==> config.mk <==
export PLATFORM = sky130hd
export DESIGN_NAME = lmr_refresh_pwm
export DESIGN_NICKNAME = d
export VERILOG_FILES = /design/src/design/lmr_pkg.sv /design/src/design/lmr_pwm_table.sv /design/src/design/lmr_disp_clock.sv /design/src/design/lmr_refresh_pwm.sv
export VERILOG_INCLUDE_DIRS = /design/src /design/src/design
export SDC_FILE = /design/constraint.sdc
export NUM_CORES = 1
export LEC_CHECK = 0
export BUFFER_PORTS_ARGS = -buffer_cell sky130_fd_sc_hd__buf_2
export CAP_MARGIN = 5
export CORE_MARGIN = 3
export CORE_UTILIZATION = 55
export CTS_BUF_LIST = sky130_fd_sc_hd__clkbuf_16
export DETAILED_ROUTE_END_ITERATION = 10
export PLACE_DENSITY = 0.73
export SLEW_MARGIN = 20
export SYNTH_ARGS = -nofsm -noshare
export SYNTH_HDL_FRONTEND = slang
export SYNTH_SLANG_ARGS = --single-unit
==> constraint.sdc <==
create_clock -name clk -period 5.5 [get_ports clk]
set_input_delay 0 -clock clk [delete_from_list [all_inputs] [get_ports clk]]
set_output_delay 0 -clock clk [all_outputs]
set_load 0.05 [all_outputs]
==> src/design/lmr_params.svh <==
`ifndef LMR_PARAMS_SVH
`define LMR_PARAMS_SVH

// Register map (byte addresses)
`define LMR_ADDR_WIDTH 8
`define LMR_ADDR_CTRL0 8'h00
`define LMR_ADDR_CTRL1 8'h04
`define LMR_ADDR_STATUS 8'h08
`define LMR_ADDR_DOT_FIRST 8'h10
`define LMR_ADDR_DOT_LAST 8'h20

// Brightness word fields
`define LMR_CTRL0_WIDTH 7
`define LMR_CTRL0_RESET 7'h00
`define LMR_PWM_LSB 0
`define LMR_PEAK_LSB 4
`define LMR_SLEEP_BIT 6

// Clock control word fields
`define LMR_CTRL1_WIDTH 2
`define LMR_CTRL1_RESET 2'h0
`define LMR_EXTSEL_BIT 0
`define LMR_PRESCALE_BIT 1

// Matrix and scan timing, in display clock cycles
`define LMR_ROWS 8
`define LMR_COLS 20
`define LMR_DOT_WORDS 5
`define LMR_SCAN_CYCLES 512
`define LMR_SLOT_CYCLES 64
`define LMR_BLANK_CYCLES 4
`define LMR_MAX_ON 60
`define LMR_PRESCALE_DIV 8

// Internal oscillator, derived from the system clock
`define LMR_CLK_HZ 50000000
`define LMR_INT_OSC_HZ 200000
`define LMR_INT_OSC_DIV (`LMR_CLK_HZ / `LMR_INT_OSC_HZ)

`endif

==> src/design/lmr_pkg.sv <==
`default_nettype none
package lmr_pkg;

	typedef enum logic [1:0] {
		PEAK_73 = 2'b00,
		PEAK_50 = 2'b01,
		PEAK_31 = 2'b10,
		PEAK_100 = 2'b11
	} lmr_peak_type;

	typedef enum logic [1:0] {
		PH_SLEEP = 2'b00,
		PH_ON = 2'b01,
		PH_OFF = 2'b10,
		PH_BLANK = 2'b11
	} lmr_phase_type;

endpackage
`default_nettype wire

==> src/design/lmr_pwm_table.sv <==
`include "lmr_params.svh"
`default_nettype none
module lmr_pwm_table (
	input wire logic [3:0] code,
	output logic [5:0] onCycles
);

	// Brightness code to on-cycles per row slot
	always_comb
	begin
		case (code)
			4'h0: onCycles = 6'd0;
			4'h1: onCycles = 6'd1;
			4'h2: onCycles = 6'd2;
			4'h3: onCycles = 6'd3;
			4'h4: onCycles = 6'd4;
			4'h5: onCycles = 6'd5;
			4'h6: onCycles = 6'd7;
			4'h7: onCycles = 6'd9;
			4'h8: onCycles = 6'd11;
			4'h9: onCycles = 6'd14;
			4'ha: onCycles = 6'd18;
			4'hb: onCycles = 6'd22;
			4'hc: onCycles = 6'd28;
			4'hd: onCycles = 6'd36;
			4'he: onCycles = 6'd48;
			default: onCycles = 6'(`LMR_MAX_ON);
		endcase
	end

endmodule
`default_nettype wire

==> src/design/lmr_disp_clock.sv <==
`include "lmr_params.svh"
`default_nettype none
module lmr_disp_clock #(
	parameter int INT_DIV = `LMR_INT_OSC_DIV
) (
	input wire logic clk,
	input wire logic reset,
	input wire logic oscIn,
	input wire logic useExternal,
	input wire logic prescale,
	input wire logic awake,
	output logic displayTick
);

	localparam int W = (INT_DIV < 2) ? 1 : $clog2(INT_DIV);
	localparam logic [W-1:0] INT_LAST = W'(INT_DIV - 1);
	localparam logic [2:0] PRE_LAST = 3'(`LMR_PRESCALE_DIV - 1);

	logic oscMeta;
	logic oscSync;
	logic oscLast;
	logic extEdge;
	logic [2:0] preCount;
	logic [W-1:0] intCount;

	if (INT_DIV < 2)
	begin : g_bad_div
		$error("INT_DIV must be at least 2");
	end

	// Two-stage synchroniser for the oscillator pin
	always_ff @(posedge clk)
	begin
		if (reset)
		begin
			oscMeta <= 1'b0;
			oscSync <= 1'b0;
			oscLast <= 1'b0;
		end
		else
		begin
			oscMeta <= oscIn;
			oscSync <= oscMeta;
			oscLast <= oscSync;
		end
	end

	assign extEdge = oscSync & ~oscLast;

	// Internal oscillator stops while asleep
	always_ff @(posedge clk)
	begin
		if (reset || !awake || useExternal)
			intCount <= '0;
		else if (intCount == INT_LAST)
			intCount <= '0;
		else
			intCount <= intCount + 1'b1;
	end

	// Divide-by-eight prescaler for the external source
	always_ff @(posedge clk)
	begin
		if (reset || !useExternal)
			preCount <= '0;
		else if (extEdge)
			preCount <= preCount + 1'b1;
	end

	// Display clock source select
	always_ff @(posedge clk)
	begin
		if (reset)
			displayTick <= 1'b0;
		else if (useExternal)
			displayTick <= extEdge && (!prescale || preCount == PRE_LAST);
		else
			displayTick <= awake && intCount == INT_LAST;
	end

	prescale_pass_a: assert property (@(posedge clk) disable iff (reset)
		useExternal && !prescale && extEdge |=> displayTick)
		else $error("external edge without prescaler gave no tick");

	prescale_hold_a: assert property (@(posedge clk) disable iff (reset)
		useExternal && prescale && extEdge && preCount != PRE_LAST
		|=> !displayTick)
		else $error("prescaler passed an early edge");

	cover_prescaled_c: cover property (@(posedge clk) disable iff (reset)
		useExternal && prescale && displayTick);

endmodule
`default_nettype wire

==> src/design/lmr_refresh_pwm.sv <==
`include "lmr_params.svh"
`default_nettype none
module lmr_refresh_pwm #(
	parameter int INT_DIV = `LMR_INT_OSC_DIV
) (
	input wire logic clk,
	input wire logic reset,
	input wire logic [`LMR_ADDR_WIDTH-1:0] address,
	input wire logic [31:0] writeData,
	input wire logic writeStrobe,
	input wire logic readStrobe,
	output logic [31:0] readData,
	input wire logic oscIn,
	output logic [`LMR_ROWS-1:0] rowEnable,
	output logic [`LMR_COLS-1:0] columnDrive,
	output logic [1:0] peakCurrent
);

	localparam int DOT_BITS = `LMR_ROWS * `LMR_COLS;

	logic [`LMR_CTRL0_WIDTH-1:0] brightWord;
	logic [`LMR_CTRL1_WIDTH-1:0] clockWord;
	logic [31:0] dotWord [0:`LMR_DOT_WORDS-1];
	logic [DOT_BITS-1:0] dotFlat;
	logic [8:0] scanCount;
	logic [2:0] row;
	logic [5:0] slot;
	logic [5:0] onTime;
	logic awake;
	logic displayTick;
	logic dotHit;
	logic [2:0] dotIndex;
	lmr_pkg::lmr_phase_type phase;
	lmr_pkg::lmr_phase_type next_phase;
	logic [8:0] tickCount;

	if (DOT_BITS != `LMR_DOT_WORDS * 32)
	begin : g_bad_store
		$error("dot store size mismatch");
	end

	assign row = scanCount[8:6];
	assign slot = scanCount[5:0];
	assign awake = brightWord[`LMR_SLEEP_BIT];

	assign dotHit = address >= `LMR_ADDR_DOT_FIRST &&
		address <= `LMR_ADDR_DOT_LAST && address[1:0] == 2'h0;
	assign dotIndex = 3'((address - `LMR_ADDR_DOT_FIRST) >> 2);

	// Control words
	always_ff @(posedge clk)
	begin
		if (reset)
		begin
			brightWord <= `LMR_CTRL0_RESET;
			clockWord <= `LMR_CTRL1_RESET;
		end
		else if (writeStrobe)
		begin
			if (address == `LMR_ADDR_CTRL0)
				brightWord <= writeData[`LMR_CTRL0_WIDTH-1:0];
			else if (address == `LMR_ADDR_CTRL1)
				clockWord <= writeData[`LMR_CTRL1_WIDTH-1:0];
		end
	end

	// Dot store, five words, row r holds bits r*20 upward
	always_ff @(posedge clk)
	begin
		if (reset)
		begin
			for (int i = 0; i < `LMR_DOT_WORDS; i++)
				dotWord[i] <= 32'h0;
		end
		else if (writeStrobe && dotHit)
			dotWord[dotIndex] <= writeData;
	end

	for (genvar w = 0; w < `LMR_DOT_WORDS; w++)
	begin : g_flat
		assign dotFlat[w*32 +: 32] = dotWord[w];
	end

	// Read port, one cycle after the strobe
	always_ff @(posedge clk)
	begin
		if (reset || !readStrobe)
			readData <= 32'h0;
		else if (address == `LMR_ADDR_CTRL0)
			readData <= {25'h0, brightWord};
		else if (address == `LMR_ADDR_CTRL1)
			readData <= {30'h0, clockWord};
		else if (address == `LMR_ADDR_STATUS)
			readData <= {21'h0, phase, row, slot};
		else if (dotHit)
			readData <= dotWord[dotIndex];
		else
			readData <= 32'h0;
	end

	lmr_disp_clock #(
		.INT_DIV(INT_DIV)
	) u_clock (
		.clk(clk),
		.reset(reset),
		.oscIn(oscIn),
		.useExternal(clockWord[`LMR_EXTSEL_BIT]),
		.prescale(clockWord[`LMR_PRESCALE_BIT]),
		.awake(awake),
		.displayTick(displayTick)
	);

	lmr_pwm_table u_table (
		.code(brightWord[`LMR_PWM_LSB +: 4]),
		.onCycles(onTime)
	);

	// Scan counter: row in upper bits, slot position in lower six
	always_ff @(posedge clk)
	begin
		if (reset)
			scanCount <= 9'h0;
		else if (displayTick && awake)
			scanCount <= scanCount + 9'h1;
	end

	// Phase of the current slot
	always_comb
	begin
		if (!awake)
			next_phase = lmr_pkg::PH_SLEEP;
		else if (slot >= 6'(`LMR_MAX_ON))
			next_phase = lmr_pkg::PH_BLANK;
		else if (slot < onTime)
			next_phase = lmr_pkg::PH_ON;
		else
			next_phase = lmr_pkg::PH_OFF;
	end

	// Row and column drivers, registered
	always_ff @(posedge clk)
	begin
		if (reset)
		begin
			phase <= lmr_pkg::PH_SLEEP;
			rowEnable <= '0;
			columnDrive <= '0;
		end
		else
		begin
			phase <= next_phase;
			case (next_phase)
				lmr_pkg::PH_ON:
				begin
					rowEnable <= `LMR_ROWS'(1) << row;
					columnDrive <= dotFlat[row*`LMR_COLS +: `LMR_COLS];
				end
				default:
				begin
					rowEnable <= '0;
					columnDrive <= '0;
				end
			endcase
		end
	end

	// Peak current code follows the brightness word
	always_ff @(posedge clk)
	begin
		if (reset)
			peakCurrent <= lmr_pkg::PEAK_73;
		else
			peakCurrent <= brightWord[`LMR_PEAK_LSB +: 2];
	end

	// Helper: display ticks since the last scan wrap
	always_ff @(posedge clk)
	begin
		if (reset)
			tickCount <= 9'h0;
		else if (displayTick && awake)
			tickCount <= (scanCount == 9'h1ff) ? 9'h0 : tickCount + 9'h1;
	end

	rows_onehot_a: assert property (@(posedge clk) disable iff (reset)
		$onehot0(rowEnable))
		else $error("more than one row enabled");

	scan_length_a: assert property (@(posedge clk) disable iff (reset)
		displayTick && awake && scanCount == 9'h1ff
		|-> tickCount == 9'h1ff ##1 scanCount == 9'h0)
		else $error("scan did not take 512 display clocks");

	slot_change_a: assert property (@(posedge clk) disable iff (reset)
		row != $past(row) |-> $past(slot) == 6'h3f)
		else $error("row changed before its slot ended");

	blank_gap_a: assert property (@(posedge clk) disable iff (reset)
		slot >= 6'd60 |=> rowEnable == '0 && columnDrive == '0)
		else $error("pixels lit in the blanking gap");

	on_limit_a: assert property (@(posedge clk) disable iff (reset)
		rowEnable != '0 |-> $past(slot) < $past(onTime) &&
		$past(onTime) <= 6'd60)
		else $error("row lit beyond its on-time");

	row_match_a: assert property (@(posedge clk) disable iff (reset)
		rowEnable != '0 |-> rowEnable == (8'h01 << $past(row)) &&
		columnDrive == $past(dotFlat[row*20 +: 20]))
		else $error("columns not from the active row");

	sleep_blank_a: assert property (@(posedge clk) disable iff (reset)
		!awake ##1 !awake |-> rowEnable == '0 && columnDrive == '0 &&
		$stable(scanCount) &&
		(clockWord[`LMR_EXTSEL_BIT] || !displayTick))
		else $error("display not blanked in sleep");

	word_example_a: assert property (@(posedge clk) disable iff (reset)
		writeStrobe && address == `LMR_ADDR_CTRL0 &&
		writeData[6:0] == 7'b1001101
		|=> onTime == 6'd36 ##1 peakCurrent == 2'b00)
		else $error("example word decoded wrongly");

	row_wrap_a: assert property (@(posedge clk) disable iff (reset)
		displayTick && awake && scanCount == 9'h1ff |=> row == 3'h0)
		else $error("row did not wrap to the first");

	slot_start_a: assert property (@(posedge clk) disable iff (reset)
		awake && slot == 6'h0 && onTime != 6'h0 ##1 awake && slot == 6'h0
		|-> rowEnable != '0)
		else $error("on-time did not start at slot start");

	peak_follow_a: assert property (@(posedge clk) disable iff (reset)
		writeStrobe && address == `LMR_ADDR_CTRL0
		|-> ##2 peakCurrent == $past(writeData[`LMR_PEAK_LSB +: 2], 2))
		else $error("peak current not taken from the word");

	pwm_top_a: assert property (@(posedge clk) disable iff (reset)
		writeStrobe && address == `LMR_ADDR_CTRL0 &&
		writeData[`LMR_PWM_LSB +: 4] == 4'hf |=> onTime == 6'h3c)
		else $error("top code did not give 60 on-cycles");

	pwm_zero_a: assert property (@(posedge clk) disable iff (reset)
		writeStrobe && address == `LMR_ADDR_CTRL0 &&
		writeData[`LMR_PWM_LSB +: 4] == 4'h0 |=> onTime == 6'h0)
		else $error("code zero gave on-cycles");

	column_dark_a: assert property (@(posedge clk) disable iff (reset)
		rowEnable == '0 |-> columnDrive == '0)
		else $error("columns driven with no row enabled");

	read_idle_a: assert property (@(posedge clk) disable iff (reset)
		!readStrobe |=> readData == 32'h0)
		else $error("read data stood without a read");

	scan_step_a: assert property (@(posedge clk) disable iff (reset)
		scanCount == $past(scanCount) +
		{8'h0, $past(displayTick && awake)})
		else $error("scan counter skipped or moved without a tick");

	row_step_a: assert property (@(posedge clk) disable iff (reset)
		row != $past(row) |-> row == $past(row) + 3'h1)
		else $error("rows not scanned in turn");

	dot_write_a: assert property (@(posedge clk) disable iff (reset)
		writeStrobe && dotHit
		|=> dotWord[$past(dotIndex)] == $past(writeData))
		else $error("dot word not stored");

	sleep_status_a: assert property (@(posedge clk) disable iff (reset)
		readStrobe && address == `LMR_ADDR_STATUS &&
		!awake && !$past(awake)
		|=> readData[10:9] == 2'h0)
		else $error("status did not show sleep");

	cover_wrap_c: cover property (@(posedge clk) disable iff (reset)
		displayTick && awake && scanCount == 9'h1ff);

	cover_full_on_c: cover property (@(posedge clk) disable iff (reset)
		phase == lmr_pkg::PH_ON && slot == 6'd59);

	cover_sleep_c: cover property (@(posedge clk) disable iff (reset)
		awake ##1 !awake);

	cover_external_c: cover property (@(posedge clk) disable iff (reset)
		clockWord[`LMR_EXTSEL_BIT] && displayTick);

endmodule
`default_nettype wire

==> out/metrics.csv, run 1 <==
stage;metric;value;unit
synthesis;Mapped Cells;1015;
hold_path;Worst Hold Class;in2reg;
layout;Area Growth Syn to Fin;17.9;%
synthesis;Post-Syn Area;15400;um2
timing;Slew @ Worst Pin;0.900;ns
detailed_routing;total routed wirelength;36.3;mm
synthesis;most frequent cell after synthesis;edfxtp_1;
synthesis;library cells used by synthesis;52;
detailed_routing;drt first pass iters;5;
cts;CTS tree;yes;
global_routing;M1 GR Usage;33.9;%
timing;RSZ-0062 raised after global routing;no;
timing;total negative slack;0;ns
placed_design;Cell Area, Placed;16600;um2
timing;period utilization;49.8;%
cts;Clock Latency Late Sink;0.53;ns
timing;Max Clock Freq;365;MHz
layout;ANT cells;0;
global_routing;number of global-route vias before repair;9425;
floorplanning;Horiz. Die Dim;173;um
critical_path;CP Max Fanout;40;
global_routing;initial antenna violation count;1;
flow_run;max-cap violation count;0;
timing;worst rel slew slack;40.0;%
global_routing;GR Util met3;4.73;%
detailed_routing;Detailed Route Iter0 Violations;800;
cts;Sink Count;353;
critical_path;r2r setup slk;3.08;ns
floorplanning;die area;30000;um2
synthesis;synth warn;0;
floorplanning;CORE AREA;27300;um2
cts;clock buffer depth;3;
global_routing;total track usage;24.5;%
floorplanning;Starting Density;56.5;%
pwr;clock share of power;41.7;%
synthesis;Synth top cells by count;edfxtp_1, and2_1, dfxtp_1, mux4_2, mux2i_1;
detailed_routing;Routed WL per cell;22.2;um
synthesis;Synth Register Bits;353;
critical_path;CP Class;in2reg;
placed_design;Placer Congestion;0.887;
synthesis;Synth area leaders;edfxtp_1, mux4_2, dfxtp_1;
layout;Layout Nets;1296;
synthesis;top_reg_cell synth;edfxtp_1;
cts;CTS root buf;clkbuf_16;
timing;Setup Skew;0.0148;ns
synthesis;number of synthesized flops with an enable pin;250;
critical_path;launch point of the worst path;reset;
floorplanning;Row Count;60;
global_routing;largest net degree at the start of global routing;41;
global_routing;grt peak-use layer;met2;
detailed_routing;post-route ant nets;0;
outcome;outcome;finished, final reports clean;
critical_path;crit path to;dotWord[2][22]$_SDFFCE_PN0P_;
global_routing;first-pass GRT wire length;56.0;mm
placed_design;port bufs;106;
pwr;NetSw;1.23;mW
synthesis;Synth Area per Inst;15.2;um2
critical_path;CP Capture Type;flop;
critical_path;Reg2Reg Depth;4;
floorplanning;Ports;107;
pwr;pwr/cell area;318;nW/um2
pwr;Leak;6.69;nW
synthesis;register area share after synthesis;62.2;%
timing;Setup violations, final;0;
cts;post-CTS setup buffers;0;
critical_path;R2R Path End;columnDrive[5]$_SDFF_PP0_;
global_routing;GR Util met2;39.8;%
synthesis;post-synth top area share;48.8;%
timing;Tmin final;2.74;ns
synthesis;ys async rst share;0;%
pwr;Sequential Power Share;52.5;%
critical_path;worst path required time;5.65;ns
timing;Slew Viols, Final;0;
placed_design;HPWL Detailed;24.2;mm
pwr;Design Power;5.76;mW
critical_path;Worst setup SP type;input port;
cts;H-Tree Depth;2;
pwr;Gate power share;5.7;%
detailed_routing;vias per cell;5.68;
cts;CTS Buf Count;38;
cts;Worst-path clk slew;0.06;ns
timing;Hold Vio Cnt, Final;0;
cts;# resized after CTS;0;
floorplanning;Die Span Y;173;um
synthesis;leading area contributor after synthesis;edfxtp_1;
critical_path;Critical Path AT;2.89;ns
pwr;Peak VDD IR;0.000285;V
critical_path;Reg2Reg Launch Point;scanCount[7]$_SDFFE_PP0P_;
detailed_routing;Via Count;9294;
detailed_routing;DRC;0;
pwr;Cell Int Power;4.53;mW
global_routing;gr ovfl total;0;
layout;fin area;18100;um2
pwr;Net Sw Frac;21.4;%
layout;share of cells above drive strength 1;23.0;%
## area by class of cell
class | count | area [um2]
flip-flops and latches | 353 | 9570
fillers | 1935 | 9110
multi-input cells | 672 | 5850
repair buffers | 157 | 1020
clock buffers | 40 | 1000
well taps | 372 | 465
clock inverters | 29 | 178
inverters | 14 | 52.6
## logic make-up (layout without fill, tap and decap cells)
group | Yosys count | count (layout) | share of synthesized area, %
AND/OR/NAND/NOR | 347 | 347 | 12.9
other | 1 | 90 | 0.0244
flip-flops | 353 | 353 | 62.2
AO/OA/AOI/OAI | 45 | 45 | 1.97
adder cells (fa/ha/maj) | 15 | 15 | 1.22
XOR/XNOR | 12 | 12 | 0.683
multiplexers | 163 | 163 | 18.9
buffers and inverters | 79 | 240 | 2.10
## worst max-delay path: stages
cell and delay [ns]:
dlygate4sd3_1 0.54, buf_2 0.33, nand3b_1 0.34, or2_1 0.39
nor2_2 0.14, buf_4 0.34, or2_2 0.78
## per-stage QoR
stage	setup slack, ns	utilization (%)	hold slack, ns	instances
after CTS	2.34	66.5	0.0541	1636
after global placement	2.36	60.8	0.235	1530
after floorplan	3.60	-	0.0989	1104
final	2.76	66.6	0.0707	1637
after global routing	2.61	66.6	0.0970	1637
after detailed placement	2.24	60.8	0.243	1530
## what timing repair did
action                                 in CTS  in global routing
setup endpoints to repair                   0                  0
hold buffers                               37                  0
endpoints found under the hold margin     264                  0
## metal layers
layer,vias up,wire length [um]
met5,-,16
met4,2,1090
met3,66,2930
met2,410,17500
met1,4655,14800
li1,4161,-
## worst min path at each step
stage / end / cells after the start / from
6_report: readData[9]$_SDFF_PP0_ / 5 / address[7]
5_1_grt: readData[9]$_SDFF_PP0_ / 5 / address[7]
4_1_cts: readData[9]$_SDFF_PP0_ / 5 / address[7]
3_5_place_dp: u_clock.oscMeta$_SDFF_PP0_ / 2 / oscIn
3_3_place_gp: u_clock.oscMeta$_SDFF_PP0_ / 2 / oscIn
2_1_floorplan: dotWord[5][10]$_DFFE_PP_ / 0 / writeData[10]
## sequential cells by signal, summed over array words and instances (netlist names), 3 cells and up
name	cells
columnDrive	20
rowEnable	8
brightWord	7
u_clock.preCount	3
readData	32
dotWord	250
u_table.onCycles	6
scanCount	9
u_clock.intCount	8
## layout by cell type, fill, tap and decap left out, types with 3 or more instances in the layout
cell type / Yosys / routed
edfxtp_1: 250 / 250
and2_1: 161 / 161
buf_2: 18 / 104
mux4_2: 102 / 102
dfxtp_1: 103 / 101
conb_1: 1 / 90
mux2i_1: 61 / 61
nor2_1: 60 / 57
clkbuf_16: 0 / 40
dlygate4sd3_1: 0 / 37
inv_1: 14 / 25
nand2_1: 25 / 25
nor3_1: 23 / 23
nand2b_1: 19 / 19
ha_1: 15 / 15
buf_4: 1 / 15
a21oi_1: 12 / 12
nor4_1: 8 / 8
o21ai_0: 8 / 8
nor2b_1: 7 / 7
xnor2_1: 7 / 7
clkinv_1: 0 / 7
nand3b_1: 6 / 6
or2_2: 6 / 6
clkinv_2: 0 / 6
and3_1: 5 / 5
nand3_1: 5 / 5
or3_1: 5 / 5
xor2_1: 5 / 5
a22oi_1: 5 / 5
a2bb2oi_1: 4 / 4
nor4b_1: 3 / 3
a32o_1: 3 / 3
nor2_2: 0 / 3
nand4_1: 3 / 3
## power groups by stage
stage | combinational (mW) | sequential, mW | clock, mW
CTS | 0.330 | 3.03 | 2.44
global route | 0.357 | 3.04 | 2.55
global placement | 0.306 | 3.08 | 0
detailed placement | 0.309 | 3.08 | 0
finish | 0.331 | 3.03 | 2.40
floorplan | 0.207 | 3.05 | 0
Note: power is estimated with default switching activity, not from simulation.
==> inputs of run 2 (changes only) <==
- CORE_UTILIZATION: 55 -> 54
- PLACE_DENSITY: 0.73 -> 0.74
- clock period: 5.5 -> 2.51 ns (I/O delays scaled with it)
==> out/metrics.csv, run 2 (synthesis results as in run 1) <==
stage;metric;value;unit
cts;post-CTS setup buffers;0;
pwr;Cell Int Power;9.84;mW
placed_design;port bufs;106;
critical_path;Worst setup SP type;input port;
timing;period utilization;85.7;%
global_routing;first-pass GRT wire length;57.8;mm
timing;Hold Vio Cnt, Final;0;
layout;share of cells above drive strength 1;24.3;%
cts;CTS tree;yes;
floorplanning;Row Count;61;
layout;fin cells;1664;
global_routing;gr ovfl total;0;
timing;Max Clock Freq;465;MHz
layout;Area Growth Syn to Fin;19.3;%
layout;final core occ;65.7;%
layout;most common cell after layout, fill and taps aside;edfxtp_1;
timing;Slew Viols, Final;0;
timing;total negative slack;0;ns
floorplanning;Ports;107;
cts;H-Tree Depth;2;
layout;Largest regs;dotWord: 250 flops, readData: 32 flops, columnDrive: 20 flops;
floorplanning;Die Span Y;175;um
cts;CTS root buf;clkbuf_16;
detailed_routing;DRC;0;
placed_design;cell count after placement;1556;
cts;clock buffer depth;3;
pwr;Design Power;12.6;mW
pwr;NetSw;2.77;mW
pwr;clock share of power;41.4;%
critical_path;Critical Path AT;2.56;ns
critical_path;CP Capture Type;flop;
floorplanning;Horiz. Die Dim;175;um
timing;worst rel slew slack;57.8;%
cts;Worst-path clk slew;0.06;ns
cts;Sink Count;353;
layout;commonest non-fill, non-tap cells in the layout;edfxtp_1, and2_1, buf_2;
detailed_routing;post-route ant nets;0;
floorplanning;Starting Density;55.1;%
timing;Slew @ Worst Pin;0.615;ns
layout;Layout Nets;1316;
detailed_routing;Via Count;9485;
pwr;Peak VDD IR;0.000651;V
critical_path;CP Class;in2reg;
global_routing;initial antenna violation count;0;
pwr;Net Sw Frac;21.9;%
pwr;Gate power share;6.1;%
detailed_routing;Routed WL per cell;22.4;um
timing;RSZ-0062 raised after global routing;no;
detailed_routing;total routed wirelength;37.2;mm
timing;Setup Skew;0.0215;ns
cts;CTS Buf Count;38;
pwr;Sequential Power Share;52.5;%
detailed_routing;drt first pass iters;5;
outcome;outcome;finished, final reports clean;
placed_design;HPWL Detailed;24.2;mm
global_routing;total track usage;25.0;%
global_routing;largest net degree at the start of global routing;73;
timing;Tmin final;2.15;ns
layout;Largest register FFs;250;
global_routing;number of global-route vias before repair;9696;
detailed_routing;Detailed Route Iter0 Violations;874;
timing;Setup violations, final;0;
placed_design;Placer Congestion;0.882;
detailed_routing;vias per cell;5.70;
layout;register name with the most flops;dotWord;
hold_path;Worst Hold Class;in2reg;
pwr;Leak;6.78;nW
floorplanning;die area;30600;um2
floorplanning;CORE AREA;27900;um2
flow_run;max-cap violation count;0;
cts;Clock Latency Late Sink;0.53;ns
critical_path;CP Max Fanout;7;
cts;# resized after CTS;0;
critical_path;worst path required time;2.92;ns
layout;ANT cells;0;
pwr;pwr/cell area;687;nW/um2
[run 2: changes by cell type in the layout (fill, tap and decap cells not counted), sizes merged]
cell and change:
buf +19, clkbuf -2, inv -5, dlygate4sd3 +1, clkinvlp +1, clkinv +7
[run 2: critical path: stages]
cell and delay [ns]:
dlygate4sd3_1 0.54, buf_4 0.17, nor4_1 0.34, and3_1 0.33
mux2i_1 0.45, inv_1 0.13, ha_1 0.31, nand2_1 0.05
a32o_1 0.23
[run 2: per-stage QoR]
step	hold WS [ns]	setup slack, ns	area [um2]
2_1_floorplan	0.0989	0.610	15700
3_3_place_gp	0.224	0.445	16800
3_5_place_dp	0.232	0.328	16800
4_1_cts	0.0301	0.392	18400
5_1_grt	0.0818	0.172	18400
6_report	0.0541	0.358	18400
[run 2: final timing paths]
| check | startpoint | to | slack, ns | depth (start not counted) |
|---|---|---|---|---|
| setup / recovery | address[2] | u_table.onCycles[3]$_DFF_P_ | 0.36 | 9 |
| hold / removal | address[7] | brightWord[0]$_SDFFE_PP0N_ | 0.05 | 4 |
| setup reg to reg | scanCount[5]$_SDFFE_PP0P_ | rowEnable[1]$_SDFF_PP0_ | 0.40 | 5 |
| hold reg to reg | u_clock.oscMeta$_SDFF_PP0_ | u_clock.oscSync$_SDFF_PP0_ | 0.44 | 1 |
[run 2: timing repair]
| item | CTS | global route |
|---|---|---|
| endpoints found under the setup margin | 0 | 0 |
| endpoints found under the hold margin | 270 | 0 |
| hold buffers | 38 | 0 |
[run 2: routing by layer]
metal / GRT usage, % / share of wire, %
met3: 4.28 / 8.0
met5: 0 / 0
met2: 41.6 / 50
met1: 34.1 / 40
met4: 7.58 / 2.9
[run 2: final cells by class]
| type | count | area, um2 |
|---|---|---|
| clock buffers | 38 | 951 |
| well taps | 378 | 473 |
| fillers | 2021 | 9570 |
| inverters | 14 | 52.6 |
| clock inverters | 32 | 213 |
| repair buffers | 177 | 1250 |
| multi-input cells | 672 | 5850 |
| flip-flops and latches | 353 | 9570 |
[run 2: power by group through the flow]
stage / Sequential (mW) / Combinational (mW) / Clock (mW)
2_1_floorplan: 6.68 / 0.455 / 0
3_3_place_gp: 6.73 / 0.714 / 0
3_5_place_dp: 6.75 / 0.717 / 0
4_1_cts: 6.62 / 0.767 / 5.32
5_1_grt: 6.64 / 0.822 / 5.55
6_report: 6.62 / 0.769 / 5.21
==> inputs of run 3 (changes only) <==
- ABC_AREA: not set -> 1
- CORE_UTILIZATION: 54 -> 55
- GPL_TIMING_DRIVEN: not set -> 1
- PLACE_DENSITY: 0.74 -> 0.75
==> out/metrics.csv, run 3 <==
stage;metric;value;unit
synthesis;Synth area leaders;edfxtp_1, dfxtp_1, nand2_1;
detailed_routing;Via Count;13100;
pwr;Peak VDD IR;0.000527;V
global_routing;M1 GR Usage;40.2;%
floorplanning;Die Span Y;174;um
timing;Max Clock Freq;448;MHz
critical_path;CP max stage delay;0.65;ns
detailed_routing;Detailed Route Iter0 Violations;1790;
synthesis;Post-Syn Area;15600;um2
global_routing;GR Util met3;6.57;%
synthesis;post-synth top area share;49.3;%
floorplanning;CORE AREA;27900;um2
floorplanning;Row Count;61;
global_routing;GR Util met2;47.8;%
timing;Setup violations, final;0;
critical_path;buffers and inverters on the worst path;4;
timing;Tmin final;2.23;ns
synthesis;leading area contributor after synthesis;edfxtp_1;
cts;CTS root buf;clkbuf_16;
outcome;outcome;finished, final reports clean;
pwr;pwr/cell area;703;nW/um2
synthesis;synth warn;0;
cts;Clock Latency Late Sink;0.54;ns
synthesis;adder-cell share of the synthesized area;1.20;%
global_routing;largest net degree at the start of global routing;75;
layout;Layout fillers;2172;
critical_path;CP Max Fanout;4;
synthesis;Synth top cells by count;nand2_1, edfxtp_1, nor2_1, nor3_1, dfxtp_1;
layout;commonest non-fill, non-tap cells in the layout;nand2_1, edfxtp_1, nor2_1;
synthesis;Mapped Cells;1581;
timing;WHS;0.0429;ns
cts;Sink Count;359;
global_routing;number of global-route vias before repair;12600;
global_routing;first-pass GRT wire length;70.9;mm
cts;clock buffer depth;3;
placed_design;port bufs;106;
synthesis;library cells used by synthesis;41;
timing;setup ws final;0.280;ns
global_routing;total track usage;30.0;%
placed_design;HPWL Detailed;28.6;mm
flow_run;max-cap violation count;0;
synthesis;Simple-Gate Fraction of Synth Area;20.3;%
layout;most common cell after layout, fill and taps aside;nand2_1;
floorplanning;Starting Density;56.0;%
cts;Worst-path clk slew;0.06;ns
floorplanning;die area;30400;um2
detailed_routing;drt first pass iters;8;
detailed_routing;post-route ant nets;0;
layout;ANT cells;0;
critical_path;Top delay family on crit path;buffers and inverters;
synthesis;register area share after synthesis;62.5;%
synthesis;Synth Area per Inst;9.87;um2
synthesis;top_reg_cell synth;edfxtp_1;
cts;post-CTS setup buffers;0;
critical_path;CP Capture Type;flop;
critical_path;Critical Path AT;2.69;ns
synthesis;most frequent cell after synthesis;nand2_1;
timing;Slew @ Worst Pin;0.936;ns
layout;Largest register FFs;256;
pwr;Leak;7.31;nW
layout;Area Growth Syn to Fin;18.6;%
timing;period utilization;88.9;%
critical_path;Worst setup SP type;input port;
global_routing;grt peak-use layer;met2;
detailed_routing;vias per cell;5.91;
floorplanning;Horiz. Die Dim;174;um
critical_path;slowest stage cell, crit path;dlygate4sd3_1;
critical_path;CP most frequent cell;dlygate4sd3_1;
critical_path;worst path required time;2.97;ns
pwr;Design Power;13.0;mW
layout;register name with the most flops;dotWord;
synthesis;Synth Area in XOR/XNOR;0.0561;%
synthesis;Synth Register Bits;359;
hold_path;Worst Hold Class;in2reg;
critical_path;critical path cell sequence;dlygate4sd3_1 > buf_2 > nor2_1 > dlygate4sd3_1 > nand4_1 > dlygate4sd3_1 > nor2_1 > o21ai_0 > a21oi_1;
layout;share of cells above drive strength 1;12.2;%
timing;worst rel slew slack;37.6;%
floorplanning;Ports;107;
detailed_routing;DRC;0;
cts;# resized after CTS;0;
synthesis;ys async rst share;0;%
timing;Slew Viols, Final;0;
synthesis;largest family of logic cells by synthesized area;simple AND/OR/NAND/NOR gates;
cts;H-Tree Depth;2;
critical_path;CP Class;in2reg;
layout;Layout Nets;1860;
cts;CTS tree;yes;
detailed_routing;Routed WL per cell;21.0;um
global_routing;initial antenna violation count;1;
cts;CTS Buf Count;39;
synthesis;post-synthesis compound-gate area fraction;10.6;%
synthesis;number of synthesized flops with an enable pin;256;
placed_design;Placer Congestion;0.976;
timing;RSZ-0062 raised after global routing;no;
layout;Largest regs;dotWord: 256 flops, readData: 32 flops, columnDrive: 20 flops;
timing;Setup Skew;0.0188;ns
detailed_routing;total routed wirelength;46.3;mm
global_routing;gr ovfl total;0;
synthesis;multiplexer share of the synthesized area;0.0641;%
placed_design;DP Worst Slack;0.436;ns
timing;Hold Vio Cnt, Final;0;
run 3: cell count changes after synthesis, moves of 60 or more:
cell / change
inv_1: +81
and2_1: -161
nand3_1: +79
nor2_1: +89
o21ai_0: +74
mux2i_1: -60
nand2_1: +299
a21oi_1: +80
nor3_1: +115
mux4_2: -102
o211ai_1: +60
run 3: worst paths after layout:
kind	slack (ns)	end	cells after the start	from
min	0.04	brightWord[5]$_SDFFE_PP0N_	6	address[1]
max	0.28	clockWord[1]$_SDFFE_PP0P_	9	address[6]
min reg2reg	0.40	u_clock.oscSync$_SDFF_PP0_	2	u_clock.oscMeta$_SDFF_PP0_
max reg2reg	0.40	columnDrive[17]$_SDFF_PP0_	9	scanCount[3]$_SDFFE_PP0P_
run 3: power by group:
part / total, mW / internal, mW / switching [mW]
Clock: 5.42 / 3.10 / 2.32
Sequential: 6.75 / 6.62 / 0.126
Combinational: 0.848 / 0.249 / 0.598
Total: 13.0 / 9.97 / 3.04
run 3: cell families after synthesis:
| kind of cell | count (synthesis) |
|---|---|
| AOI/OAI and AO/OA | 279 |
| xor gates and xnor gates | 1 |
| adders and majority gates | 15 |
| buffers and inverters | 201 |
| DFF | 359 |
| muxes | 1 |
| other | 1 |
| and+or+nand+nor | 724 |
run 3: final cells by class:
class                      instances  area, um2  share of cell area, %
clock inverter                    32        201                   1.09
timing repair buffer             184       1290                   6.97
multi-input combinational       1116       5410                   29.2
clock buffer                      40       1000                   5.41
tap                              378        473                   2.56
inverter                         100        378                   2.04
sequential                       359       9750                   52.7
run 3: worst min-delay path: cells and delay by family:
family                 cells  cell delay [ns]
buffers and inverters      1             0.08
and+or+nand+nor            4             0.37
AOI/OAI and AO/OA          1             0.07
run 3: routing by layer:
metal  share of wire [%]  up-vias  wire length, um
met5               0.028        -               13
met4                 4.1        2             1890
met3                  12      156             5570
met2                  46      927            21200
met1                  38     6122            17700
li1                    -     5847                -
run 3: timing repair:
item,in CTS,in global routing
endpoints found under the setup margin,0,0
endpoints found under the hold margin,209,0
hold buffers,44,0
run 3: per-stage QoR:
step | area, um2 | TNS (ns) | utilization, % | instances
2_1_floorplan | 16000 | -29.26 | - | 1676
3_3_place_gp | 16900 | 0 | 60.5 | 2093
3_5_place_dp | 16900 | 0 | 60.5 | 2093
4_1_cts | 18500 | 0 | 66.4 | 2209
5_1_grt | 18500 | 0 | 66.4 | 2209
6_report | 18500 | 0 | 66.4 | 2209
